==> src/auth_filter_map.vh <==
// register map, field positions and reset values of the blocked-port admission filter
`ifndef AUTH_FILTER_MAP_VH
`define AUTH_FILTER_MAP_VH
// printed offsets are register indexes; byte address is four times the index
`define IDX_GLOBAL_ALLOW 8'h00
`define IDX_MULTIPORT_ALLOW 8'h01
`define IDX_SUBNET_0 8'h02
`define IDX_SUBNET_1 8'h0A
// each 64-bit register is split into two words: mask word at index, value word at index+1
`define IDX_SUBNET_HI_OFS 8'h01
`define IDX_CHECK_MODE 8'h20
`define BIT_ALLOW_RARP 6
`define BIT_ALLOW_BPDU 5
`define BIT_ALLOW_RMC 4
`define BIT_ALLOW_DHCP 3
`define BIT_ALLOW_ARP 2
`define BIT_ALLOW_2SUB 1
`define GLOBAL_WMASK 8'hFF
`define MULTIPORT_WMASK 8'h3F
`define RST_GLOBAL_ALLOW 8'h00
`define RST_MULTIPORT_ALLOW 8'h00
`define RST_SUBNET 32'h00000000
`define RST_BLOCK_MODE 2'h0
`define BLOCK_MODE_INGRESS 2'h1
`define BLOCK_MODE_BOTH 2'h3
`define RMC_PREFIX 44'h0180C20000_0
`define RMC_LOW_ADDR 4'h2
`define RMC_RANGE_LO 4'h4
`endif

==> src/port_auth_block_filter.v <==
// blocked-port frame admission filter with apb register file
//
// Added by the designer: register access over APB.
`include "auth_filter_map.vh"
`default_nettype none
// What this block does
// - the allow bits only affect frames on a port whose block mode is active.
// - allow bit 6 passes reverse address resolution frames on a blocked port, else drops.
// - allow bit 5 passes bridge protocol frames on a blocked port, else drops.
// - allow bit 4 passes destinations 01-80-C2-00-00-02 and -04 to -0F, else drops.
// - allow bit 3 passes host configuration frames on a blocked port, else drops.
// - allow bit 2 passes address resolution frames on a blocked port, else drops.
// - allow bit 1 passes frames whose destination ip is in either subnet, else drops.
// - multiport bit n (0 to 5) passes frames matching multiport entry n, else drops.
// - subnet register 0 holds value in bits 63:32 and mask in 31:0, both reset to zero.
// - subnet register 1 holds value in bits 63:32 and mask in 31:0, both reset to zero.
// - block mode 01 checks the ingress port and forwards only allowed classes.
// - block mode 11 also requires every egress port of the frame to be in block mode.
module port_auth_block_filter #(
  parameter NUM_PORTS = 8,
  parameter NUM_MPORT = 6
) (
  input wire clk,
  input wire rst_n,
  input wire psel,
  input wire penable,
  input wire pwrite,
  input wire [11:0] paddr,
  input wire [31:0] pwdata,
  input wire [3:0] pstrb,
  output reg [31:0] prdata,
  output wire pready,
  output wire pslverr,
  input wire frame_valid,
  input wire [2:0] frame_ingress_port,
  input wire [NUM_PORTS-1:0] frame_egress_map,
  input wire [47:0] frame_dest_mac,
  input wire [31:0] frame_dest_ip,
  input wire frame_dest_ip_valid,
  input wire frame_is_rarp,
  input wire frame_is_arp,
  input wire frame_is_dhcp,
  input wire frame_is_bpdu,
  input wire [NUM_MPORT-1:0] frame_mport_hit,
  output reg verdict_valid,
  output reg verdict_forward,
  output reg verdict_drop
);

////////////////////////////////////////////////////////////////////////////////
// register file

reg [7:0] global_allow_reg;
reg [7:0] multiport_allow_reg;
reg [31:0] subnet_value_reg [0:1];
reg [31:0] subnet_mask_reg [0:1];
reg [2*NUM_PORTS-1:0] block_mode_reg;

wire [9:0] word_index = paddr[11:2];
wire setup_access = psel & penable;
wire wr_en = setup_access & pwrite;

// word indexes on the bus; the byte address is four times the index
localparam [9:0] GLOBAL_WORD = {2'h0, `IDX_GLOBAL_ALLOW};
localparam [9:0] MPORT_WORD = {2'h0, `IDX_MULTIPORT_ALLOW};
localparam [9:0] MASK0_WORD = {2'h0, `IDX_SUBNET_0};
localparam [9:0] VALUE0_WORD = {2'h0, `IDX_SUBNET_0 + `IDX_SUBNET_HI_OFS};
localparam [9:0] MASK1_WORD = {2'h0, `IDX_SUBNET_1};
localparam [9:0] VALUE1_WORD = {2'h0, `IDX_SUBNET_1 + `IDX_SUBNET_HI_OFS};
localparam [9:0] MODE_WORD = {2'h0, `IDX_CHECK_MODE};

// single-cycle access phase: the slave never stalls
assign pready = 1'b1;

function [31:0] lane_merge;
  input [31:0] old_val;
  input [31:0] new_val;
  input [3:0] strb;
  integer k;
  begin
    lane_merge = old_val;
    for (k = 0; k < 4; k = k + 1)
    begin
      if (strb[k])
      begin
        lane_merge[8*k +: 8] = new_val[8*k +: 8];
      end
    end
  end
endfunction

function is_mapped;
  input [9:0] idx;
  begin
    is_mapped = (idx == GLOBAL_WORD) ||
                (idx == MPORT_WORD) ||
                (idx == MASK0_WORD) ||
                (idx == VALUE0_WORD) ||
                (idx == MASK1_WORD) ||
                (idx == VALUE1_WORD) ||
                (idx == MODE_WORD);
  end
endfunction

assign pslverr = setup_access & ~is_mapped(word_index);

wire [31:0] global_merged = lane_merge({24'h000000, global_allow_reg}, pwdata, pstrb);
wire [31:0] mport_merged = lane_merge({24'h000000, multiport_allow_reg}, pwdata, pstrb);
wire [31:0] mode_merged = lane_merge({{(32-2*NUM_PORTS){1'b0}}, block_mode_reg}, pwdata,
  pstrb);

always @(posedge clk or negedge rst_n)
begin
  if (!rst_n)
  begin
    global_allow_reg <= `RST_GLOBAL_ALLOW;
    multiport_allow_reg <= `RST_MULTIPORT_ALLOW;
    block_mode_reg <= {NUM_PORTS{`RST_BLOCK_MODE}};
  end
  else if (wr_en)
  begin
    if (word_index == GLOBAL_WORD)
    begin
      global_allow_reg <= global_merged[7:0] & `GLOBAL_WMASK;
    end
    if (word_index == MPORT_WORD)
    begin
      multiport_allow_reg <= mport_merged[7:0] & `MULTIPORT_WMASK;
    end
    if (word_index == MODE_WORD)
    begin
      block_mode_reg <= mode_merged[2*NUM_PORTS-1:0];
    end
  end
end

// write strobes for the two subnet sets, decoded once per set
wire [1:0] mask_wr;
wire [1:0] value_wr;
genvar s;
generate
  for (s = 0; s < 2; s = s + 1)
  begin : g_subnet
    wire [9:0] mask_idx = (s == 0) ? MASK0_WORD : MASK1_WORD;
    wire [9:0] value_idx = (s == 0) ? VALUE0_WORD : VALUE1_WORD;
    assign mask_wr[s] = wr_en & (word_index == mask_idx);
    assign value_wr[s] = wr_en & (word_index == value_idx);
  end
endgenerate

// one process owns both sets, so every storage word keeps a single driver
integer n;
always @(posedge clk or negedge rst_n)
begin
  if (!rst_n)
  begin
    for (n = 0; n < 2; n = n + 1)
    begin
      subnet_value_reg[n] <= `RST_SUBNET;
      subnet_mask_reg[n] <= `RST_SUBNET;
    end
  end
  else
  begin
    for (n = 0; n < 2; n = n + 1)
    begin
      // low word carries the mask field, high word the subnet value
      if (mask_wr[n])
      begin
        subnet_mask_reg[n] <= lane_merge(subnet_mask_reg[n], pwdata, pstrb);
      end
      if (value_wr[n])
      begin
        subnet_value_reg[n] <= lane_merge(subnet_value_reg[n], pwdata, pstrb);
      end
    end
  end
end

always @(posedge clk or negedge rst_n)
begin
  if (!rst_n)
  begin
    prdata <= 32'h00000000;
  end
  else if (psel & ~penable & ~pwrite)
  begin
    case (word_index)
      GLOBAL_WORD: prdata <= {24'h000000, global_allow_reg};
      MPORT_WORD: prdata <= {24'h000000, multiport_allow_reg};
      MASK0_WORD: prdata <= subnet_mask_reg[0];
      VALUE0_WORD: prdata <= subnet_value_reg[0];
      MASK1_WORD: prdata <= subnet_mask_reg[1];
      VALUE1_WORD: prdata <= subnet_value_reg[1];
      MODE_WORD: prdata <= {{(32-2*NUM_PORTS){1'b0}}, block_mode_reg};
      default: prdata <= 32'h00000000;
    endcase
  end
end

////////////////////////////////////////////////////////////////////////////////
// frame classification

function [1:0] mode_of;
  input [2*NUM_PORTS-1:0] modes;
  input [2:0] port;
  begin
    mode_of = modes[2*port +: 2];
  end
endfunction

function mode_active;
  input [1:0] mode;
  begin
    // the reserved code 10 is treated as not blocked
    mode_active = (mode == `BLOCK_MODE_INGRESS) || (mode == `BLOCK_MODE_BOTH);
  end
endfunction

wire [1:0] ingress_mode = mode_of(block_mode_reg, frame_ingress_port);

// reserved multicast: 01-80-C2-00-00-02 or the 04..0F range
wire rmc_prefix_hit = (frame_dest_mac[47:4] == `RMC_PREFIX);
wire rmc_hit = rmc_prefix_hit & ((frame_dest_mac[3:0] == `RMC_LOW_ADDR) |
  (frame_dest_mac[3:0] >= `RMC_RANGE_LO));

wire [1:0] subnet_hit;
generate
  for (s = 0; s < 2; s = s + 1)
  begin : g_match
    assign subnet_hit[s] = frame_dest_ip_valid &
      ((frame_dest_ip & subnet_mask_reg[s]) ==
       (subnet_value_reg[s] & subnet_mask_reg[s]));
  end
endgenerate

wire allow_reverse_addr_resolution = global_allow_reg[`BIT_ALLOW_RARP];
wire allow_bridge_protocol_frames = global_allow_reg[`BIT_ALLOW_BPDU];
wire allow_reserved_multicast = global_allow_reg[`BIT_ALLOW_RMC];
wire allow_host_config_frames = global_allow_reg[`BIT_ALLOW_DHCP];
wire allow_addr_resolution = global_allow_reg[`BIT_ALLOW_ARP];
wire allow_two_subnets = global_allow_reg[`BIT_ALLOW_2SUB];

wire class_allowed =
  (frame_is_rarp & allow_reverse_addr_resolution) |
  (frame_is_bpdu & allow_bridge_protocol_frames) |
  (rmc_hit & allow_reserved_multicast) |
  (frame_is_dhcp & allow_host_config_frames) |
  (frame_is_arp & allow_addr_resolution) |
  ((|subnet_hit) & allow_two_subnets) |
  (|(frame_mport_hit & multiport_allow_reg[NUM_MPORT-1:0]));

// every egress port named in the map must itself be in block mode
wire [NUM_PORTS-1:0] egress_blocked;
genvar p;
generate
  for (p = 0; p < NUM_PORTS; p = p + 1)
  begin : g_egress
    assign egress_blocked[p] = mode_active(block_mode_reg[2*p +: 2]);
  end
endgenerate
wire egress_ok = ((frame_egress_map & ~egress_blocked) == {NUM_PORTS{1'b0}});

// verdict by ingress block mode; the reserved code 10 falls to the open branch
reg pass_now;
always @*
begin
  case (ingress_mode)
    `BLOCK_MODE_INGRESS:
    begin
      pass_now = class_allowed;
    end
    `BLOCK_MODE_BOTH:
    begin
      pass_now = class_allowed & egress_ok;
    end
    default:
    begin
      pass_now = 1'b1;
    end
  endcase
end

////////////////////////////////////////////////////////////////////////////////
// registered verdict, one cycle after the frame is presented

always @(posedge clk or negedge rst_n)
begin
  if (!rst_n)
  begin
    verdict_valid <= 1'b0;
    verdict_forward <= 1'b0;
    verdict_drop <= 1'b0;
  end
  else
  begin
    verdict_valid <= frame_valid;
    verdict_forward <= frame_valid & pass_now;
    verdict_drop <= frame_valid & ~pass_now;
  end
end

endmodule
`default_nettype wire

==> config.mk <==
export PLATFORM = sky130hd
export DESIGN_NAME = port_auth_block_filter
export DESIGN_NICKNAME = d
export VERILOG_FILES = /design/src/port_auth_block_filter.v
export VERILOG_INCLUDE_DIRS = /design/src
export SDC_FILE = /design/constraint.sdc
export NUM_CORES = 1
export LEC_CHECK = 0
export ABC_CLOCK_PERIOD_IN_PS = 4800
export BUFFER_PORTS_ARGS = -buffer_cell sky130_fd_sc_hd__buf_2
export CORE_AREA = 10 10 168 170
export DETAILED_ROUTE_END_ITERATION = 10
export DIE_AREA = 0 0 178 180
export SLEW_MARGIN = 20
export SYNTH_ARGS = -nofsm -noshare
export SYNTH_HDL_FRONTEND = slang
export SYNTH_SLANG_ARGS = --single-unit
==> constraint.sdc <==
create_clock -name clk -period 4.8 [get_ports clk]
set_clock_uncertainty 0.05 [all_clocks]
set_input_delay 0.24 -clock clk [delete_from_list [all_inputs] [get_ports clk]]
set_output_delay 0.24 -clock clk [all_outputs]
set_load 0.05 [all_outputs]
==> results of run 1 <==
-- through the flow --
stage	utilization	std cells	total power, W	area (um^2)	setup slack, ns
after floorplan	-	772	0.001855	9831	2.901
after global placement	0.4464	1271	0.002043	11110	1.567
after detailed placement	0.4464	1271	0.002045	11110	1.476
after CTS	0.4708	1307	0.003443	11720	1.924
after global routing	0.4710	1309	0.003536	11720	1.845
final	0.4712	1311	0.003420	11730	1.933
-- worst max-delay path, stage by stage --
cell,delay [ns]
buf_2,0.10
nor3_2,0.31
nand4_1,0.72
buf_4,0.45
nor2_2,0.28
nand2_2,0.27
nor2_4,0.36
mux2_2,0.39
-- area by class of cell --
class	instances	area [um^2]
clock inverters	14	127.6
clock buffers	18	439.2
diodes	4	10.01
multi-input cells	541	4828
well taps	330	412.9
repair buffers	198	1032
fillers	2285	13160
flip-flops and latches	193	4830
inverters	13	48.80
-- worst paths after layout --
path | startpoint | end | cells past startpoint
worst max-delay path | paddr[11] | subnet_value_reg[58]$_DFFE_PN0P_ | 8
worst min-delay path | pwdata[17] | subnet_mask_reg[17]$_DFFE_PN0P_ | 2
worst max register to register | subnet_value_reg[47]$_DFFE_PN0P_ | verdict_drop$_DFF_PN0_ | 6
worst min register to register | prdata[17]$_DFFE_PN0P_ | prdata[17]$_DFFE_PN0P_ | 2
max in group asynchronous | rst_n | subnet_mask_reg[6]$_DFFE_PN0P_ | 3
min in group asynchronous | rst_n | block_mode_reg[12]$_DFFE_PN0P_ | 2
-- per-layer routing --
layer  GRT usage  share of wire  vias up
met5           0              0        -
li1            -              -     3291
met1      0.2618           0.45     3654
met2      0.2903           0.45      278
met3     0.05302          0.080       28
met4     0.05170          0.017        0
-- placed cells by master (no fill, tap or decap), types with 5 or more instances in the layout --
master     count
dfrtp_1      193
buf_2        188
mux2_2       133
xor2_1        64
a22oi_1       52
nand2_1       45
mux2_1        41
o21ai_0       31
nor2_1        20
mux4_2        20
clkbuf_16     17
a21oi_1       16
nand4_1       15
inv_1         12
a31oi_1       10
nor2_4        10
mux2i_1        9
nor4_1         8
o21ai_1        8
a221oi_1       6
nand2_2        5
nor3_4         5
buf_4          5
-- cell families (layout without fill, tap and decap cells) --
family,after synthesis,count (layout),synth area share
compound gates,134,134,0.08782
xor+xnor,64,64,0.05702
buf+inv,38,243,0.01769
mux,203,203,0.2543
other cells,1,5,0.0003815
flops,193,193,0.4913
simple gates,139,139,0.09151
-- where the power goes --
part	internal, W	switching, W	leakage [nW]
sequential	0.00165	0.0000158	2.67
clock	0.000737	0.000670	0.275
combinational	0.000106	0.000244	2.94
total	0.00249	0.000929	5.89
-- repair_timing --
item,in CTS,in global routing
setup endpoints to repair,0,0
hold buffers,4,0
endpoints found under the hold margin,105,0
==> flow_metrics.py, run 1 <==
metrics = {
    "clocking": {
        "cts.repair.resized": 0,
        "clock_latency_ns": 0.44,
        "clk_pin_slew_ns": 0.07,
        "cts_tree": "yes",
        "post-cts-setup-buffer-count": 0,
        "h-tree-depth": 4,
        "cts-root-buf": "clkbuf_16",
        "cts_num_sinks": 193,
        "cts-buffers-inserted": 17,
        "cts_max_path_buffers": 2,
    },
    "run": {
        "drv_cap": 0,
    },
    "global_route": {
        "antenna_found_initial": 3,
        "grt_overflow": 0,
        "grt_pass1_vias": 7563,
        "grt_pass1_wl_um": 46860,
        "grt_max_degree": 105,
        "groute.usage.overall": 0.1913,
    },
    "setup_path": {
        "critical_path.startpoint_type": "input port",
        "cp-end-kind": "flop",
        "critical_path_class": "in -> reg",
        "arrival_ns": 3.14,
        "r2r_setup_slack_ns": 2.47,
        "path_max_fanout": 15,
        "required_ns": 5.07,
    },
    "place": {
        "place.gp.congestion": 0.9540,
        "io_buffers": 189,
        "place_hpwl_um": 23650,
    },
    "timing": {
        "worstMarginPinSlew_ns": 1.000,
        "hold_slack_ns": 0.01823,
        "maxSlewHeadroom": 0.3333,
        "rsz0062_at_grt": "false",
        "fin_tns_setup_ns": 0,
        "timing.final.crit_share": 0.5973,
        "clock.fmax_ghz": 0.3488,
        "setup_viol": 0,
        "finalHoldViolations": 0,
        "slew_viol_final": 0,
        "fin_crit_ns": 2.867,
    },
    "drt": {
        "wl_per_cell_um": 23.79,
        "drc": 0,
        "drt_pass1_iterations": 5,
        "ant_nets": 0,
        "vias": 7251,
        "routed_wl_um": 31190,
        "drt_first_iter_violations": 470,
        "avgViaCountPerCell": 5.531,
    },
    "yosys": {
        "syn_inst": 772,
        "synth-main-ff-cell": "dfrtp_1",
        "yosysWarningCount": 0,
        "synth.top_cell.area_share": 0.4913,
        "synth.distinct_cells": 50,
        "ys_ff_latch": 193,
        "async_reset_ff_frac": 1.000,
        "synth.avg_cell_area_um2": 12.73,
        "synth_edf_count": 0,
        "synth_area_leaders": "dfrtp_1 49%, mux2_2 15%, xor2_1 5.7%, mux2_1 4.7%, mux4_2 4.6%",
        "synth_nets": 928,
        "synth_most_common_cell": "dfrtp_1",
        "yosysTopAreaCell": "dfrtp_1",
        "ys_seq_area_frac": 0.4913,
        "synth.top_cells.by_count": "193 x dfrtp_1, 133 x mux2_2, 64 x xor2_1, 52 x a22oi_1, 45 x nand2_1",
        "netlist_area_um2": 9831,
    },
    "finish": {
        "syn2layout_area_growth_pct": 19.31,
        "drive_above_1_share": 0.4217,
        "num-nets-final": 1120,
    },
    "floorplan": {
        "rows": 58,
        "die_w_um": 178,
        "initial_core_util": 0.3949,
        "die_area_um2": 32040,
        "io-pin-count": 193,
        "core_um2": 24890,
        "die_h_um": 180,
    },
    "run_status": {
        "status": "finished clean",
    },
    "power": {
        "p_leak_nw": 5.892,
        "vdd.ir_drop.worst_mv": 0.2212,
        "power_density_nw_per_um2": 291.6,
    },
    "min_path": {
        "hp-class": "in -> reg",
    },
}
Power figures use the tool's default switching activity.
==> run 2: changes to the inputs <==
Settings changed: ABC_CLOCK_PERIOD_IN_PS 4800 to 2750.
Clock period 4.8 ns to 2.75 ns, I/O delays scaled along.
==> flow_metrics.py, run 2 (synthesized netlist as in run 1, its figures left out) <==
metrics = {
    "clocking": {
        "clock_latency_ns": 0.43,
        "cts.repair.resized": 0,
        "cts_tree": "yes",
        "cts-buffers-inserted": 17,
        "clk_pin_slew_ns": 0.07,
        "cts-root-buf": "clkbuf_16",
        "cts_num_sinks": 193,
        "cts_max_path_buffers": 2,
        "h-tree-depth": 4,
    },
    "run": {
        "drv_cap": 0,
    },
    "place": {
        "post-place-ws_ns": 0.3967,
        "place.gp.congestion": 0.9611,
        "placedCellCount": 1282,
        "place_hpwl_um": 24090,
        "io_buffers": 189,
    },
    "finish": {
        "finalNonFillerCells": 1344,
        "fillCellCount": 2286,
        "layout_common_cells": "193 x dfrtp_1, 188 x buf_2, 133 x mux2_2, 64 x xor2_1, 52 x a22oi_1",
        "syn2layout_area_growth_pct": 23.19,
        "layout_commonest_cell": "dfrtp_1",
        "antennaDiodeCount": 0,
        "drive_above_1_share": 0.4132,
        "num-nets-final": 1158,
    },
    "timing": {
        "slew_viol_final": 0,
        "maxSlewHeadroom": 0.4203,
        "rsz0062_at_grt": "false",
        "fin_crit_ns": 1.994,
        "timing.final.crit_share": 0.7252,
        "finalHoldViolations": 0,
        "worst_slack_ns": 0.7557,
        "worstMarginPinSlew_ns": 0.8674,
        "clock.fmax_ghz": 0.5014,
        "setup_viol": 0,
        "hold_slack_ns": 0.02269,
        "fin_tns_setup_ns": 0,
    },
    "floorplan": {
        "die_h_um": 180,
        "initial_core_util": 0.3949,
        "die_area_um2": 32040,
        "die_w_um": 178,
        "io-pin-count": 193,
        "rows": 58,
        "core_um2": 24890,
    },
    "power": {
        "p_leak_nw": 6.069,
        "power_density_nw_per_um2": 495.8,
        "vdd.ir_drop.worst_mv": 0.4141,
        "power_w": 0.006005,
    },
    "global_route": {
        "antenna_found_initial": 0,
        "grt_max_degree": 85,
        "groute.usage.overall": 0.1944,
        "grt_overflow": 0,
        "grt_pass1_wl_um": 47840,
        "grt_pass1_vias": 7769,
    },
    "setup_path": {
        "crit_family": "simple AND/OR/NAND/NOR gates",
        "critPathMaxStageDelay_ns": 0.41,
        "required_ns": 2.98,
        "critical_path_class": "reg -> reg",
        "crit_buf_inv": 1,
        "critical_path.startpoint_type": "flop",
        "cp-end-kind": "flop",
        "path_max_fanout": 3,
        "crit_chain": "xor2_1 -> a22oi_1 -> nand4_1 -> nor4_1 -> buf_4 -> or4_1 -> o221ai_1",
        "arrival_ns": 2.22,
        "cp_slowest_cell": "dfrtp_1",
    },
    "drt": {
        "ant_nets": 0,
        "drc": 0,
        "routed_wl_um": 31560,
        "avgViaCountPerCell": 5.531,
        "wl_per_cell_um": 23.48,
        "vias": 7434,
        "drt_first_iter_violations": 510,
        "drt_pass1_iterations": 5,
    },
    "run_status": {
        "status": "finished clean",
    },
    "min_path": {
        "hp-class": "in -> reg",
    },
}
## run 2: cell type report
class | instances | area (um^2) | share of cell area
clock buffer | 24 | 491.7 | 0.04060
clock inverter | 7 | 76.32 | 0.006302
inverter | 13 | 48.80 | 0.004029
multi-input combinational | 541 | 4828 | 0.3987
sequential | 193 | 4830 | 0.3988
tap | 330 | 412.9 | 0.03409
timing repair buffer | 236 | 1423 | 0.1175
## run 2: worst paths after layout
| kind | start | endpoint | slack (ns) | cells after the start |
|---|---|---|---|---|
| setup reg to reg | subnet_value_reg[47]$_DFFE_PN0P_ | verdict_drop$_DFF_PN0_ | 0.76 | 7 |
| hold reg to reg | prdata[25]$_DFFE_PN0P_ | prdata[25]$_DFFE_PN0P_ | 0.43 | 2 |
| min in group asynchronous | rst_n | block_mode_reg[12]$_DFFE_PN0P_ | 0.29 | 2 |
| hold / removal | pwdata[7] | subnet_mask_reg[7]$_DFFE_PN0P_ | 0.02 | 2 |
| max in group asynchronous | rst_n | prdata[16]$_DFFE_PN0P_ | 1.52 | 3 |
| setup / recovery | subnet_value_reg[47]$_DFFE_PN0P_ | verdict_drop$_DFF_PN0_ | 0.76 | 7 |
## run 2: per-layer routing
layer,track usage,vias to the layer above,wire (um)
li1,-,3345,-
met1,0.2728,3771,14060
met2,0.2966,295,14480
met3,0.04631,23,2548
met4,0.04403,0,471
met5,0,-,0
## run 2: per-stage QoR
stage / cell area (um^2) / utilization
after floorplan: 9831 / -
after global placement: 11230 / 0.4512
after detailed placement: 11230 / 0.4512
after CTS: 12110 / 0.4865
after global routing: 12110 / 0.4865
final: 12110 / 0.4865
## run 2: what timing repair did
item	in CTS	in global routing
hold buffers	31	0
buffers inserted	0	0
hold endpoints to repair	193	0
## run 2: power breakdown
| group | internal [W] | switching [W] |
|---|---|---|
| registers | 0.00288 | 0.0000270 |
| clock network | 0.00135 | 0.00109 |
| logic | 0.000224 | 0.000437 |
| total | 0.00445 | 0.00156 |
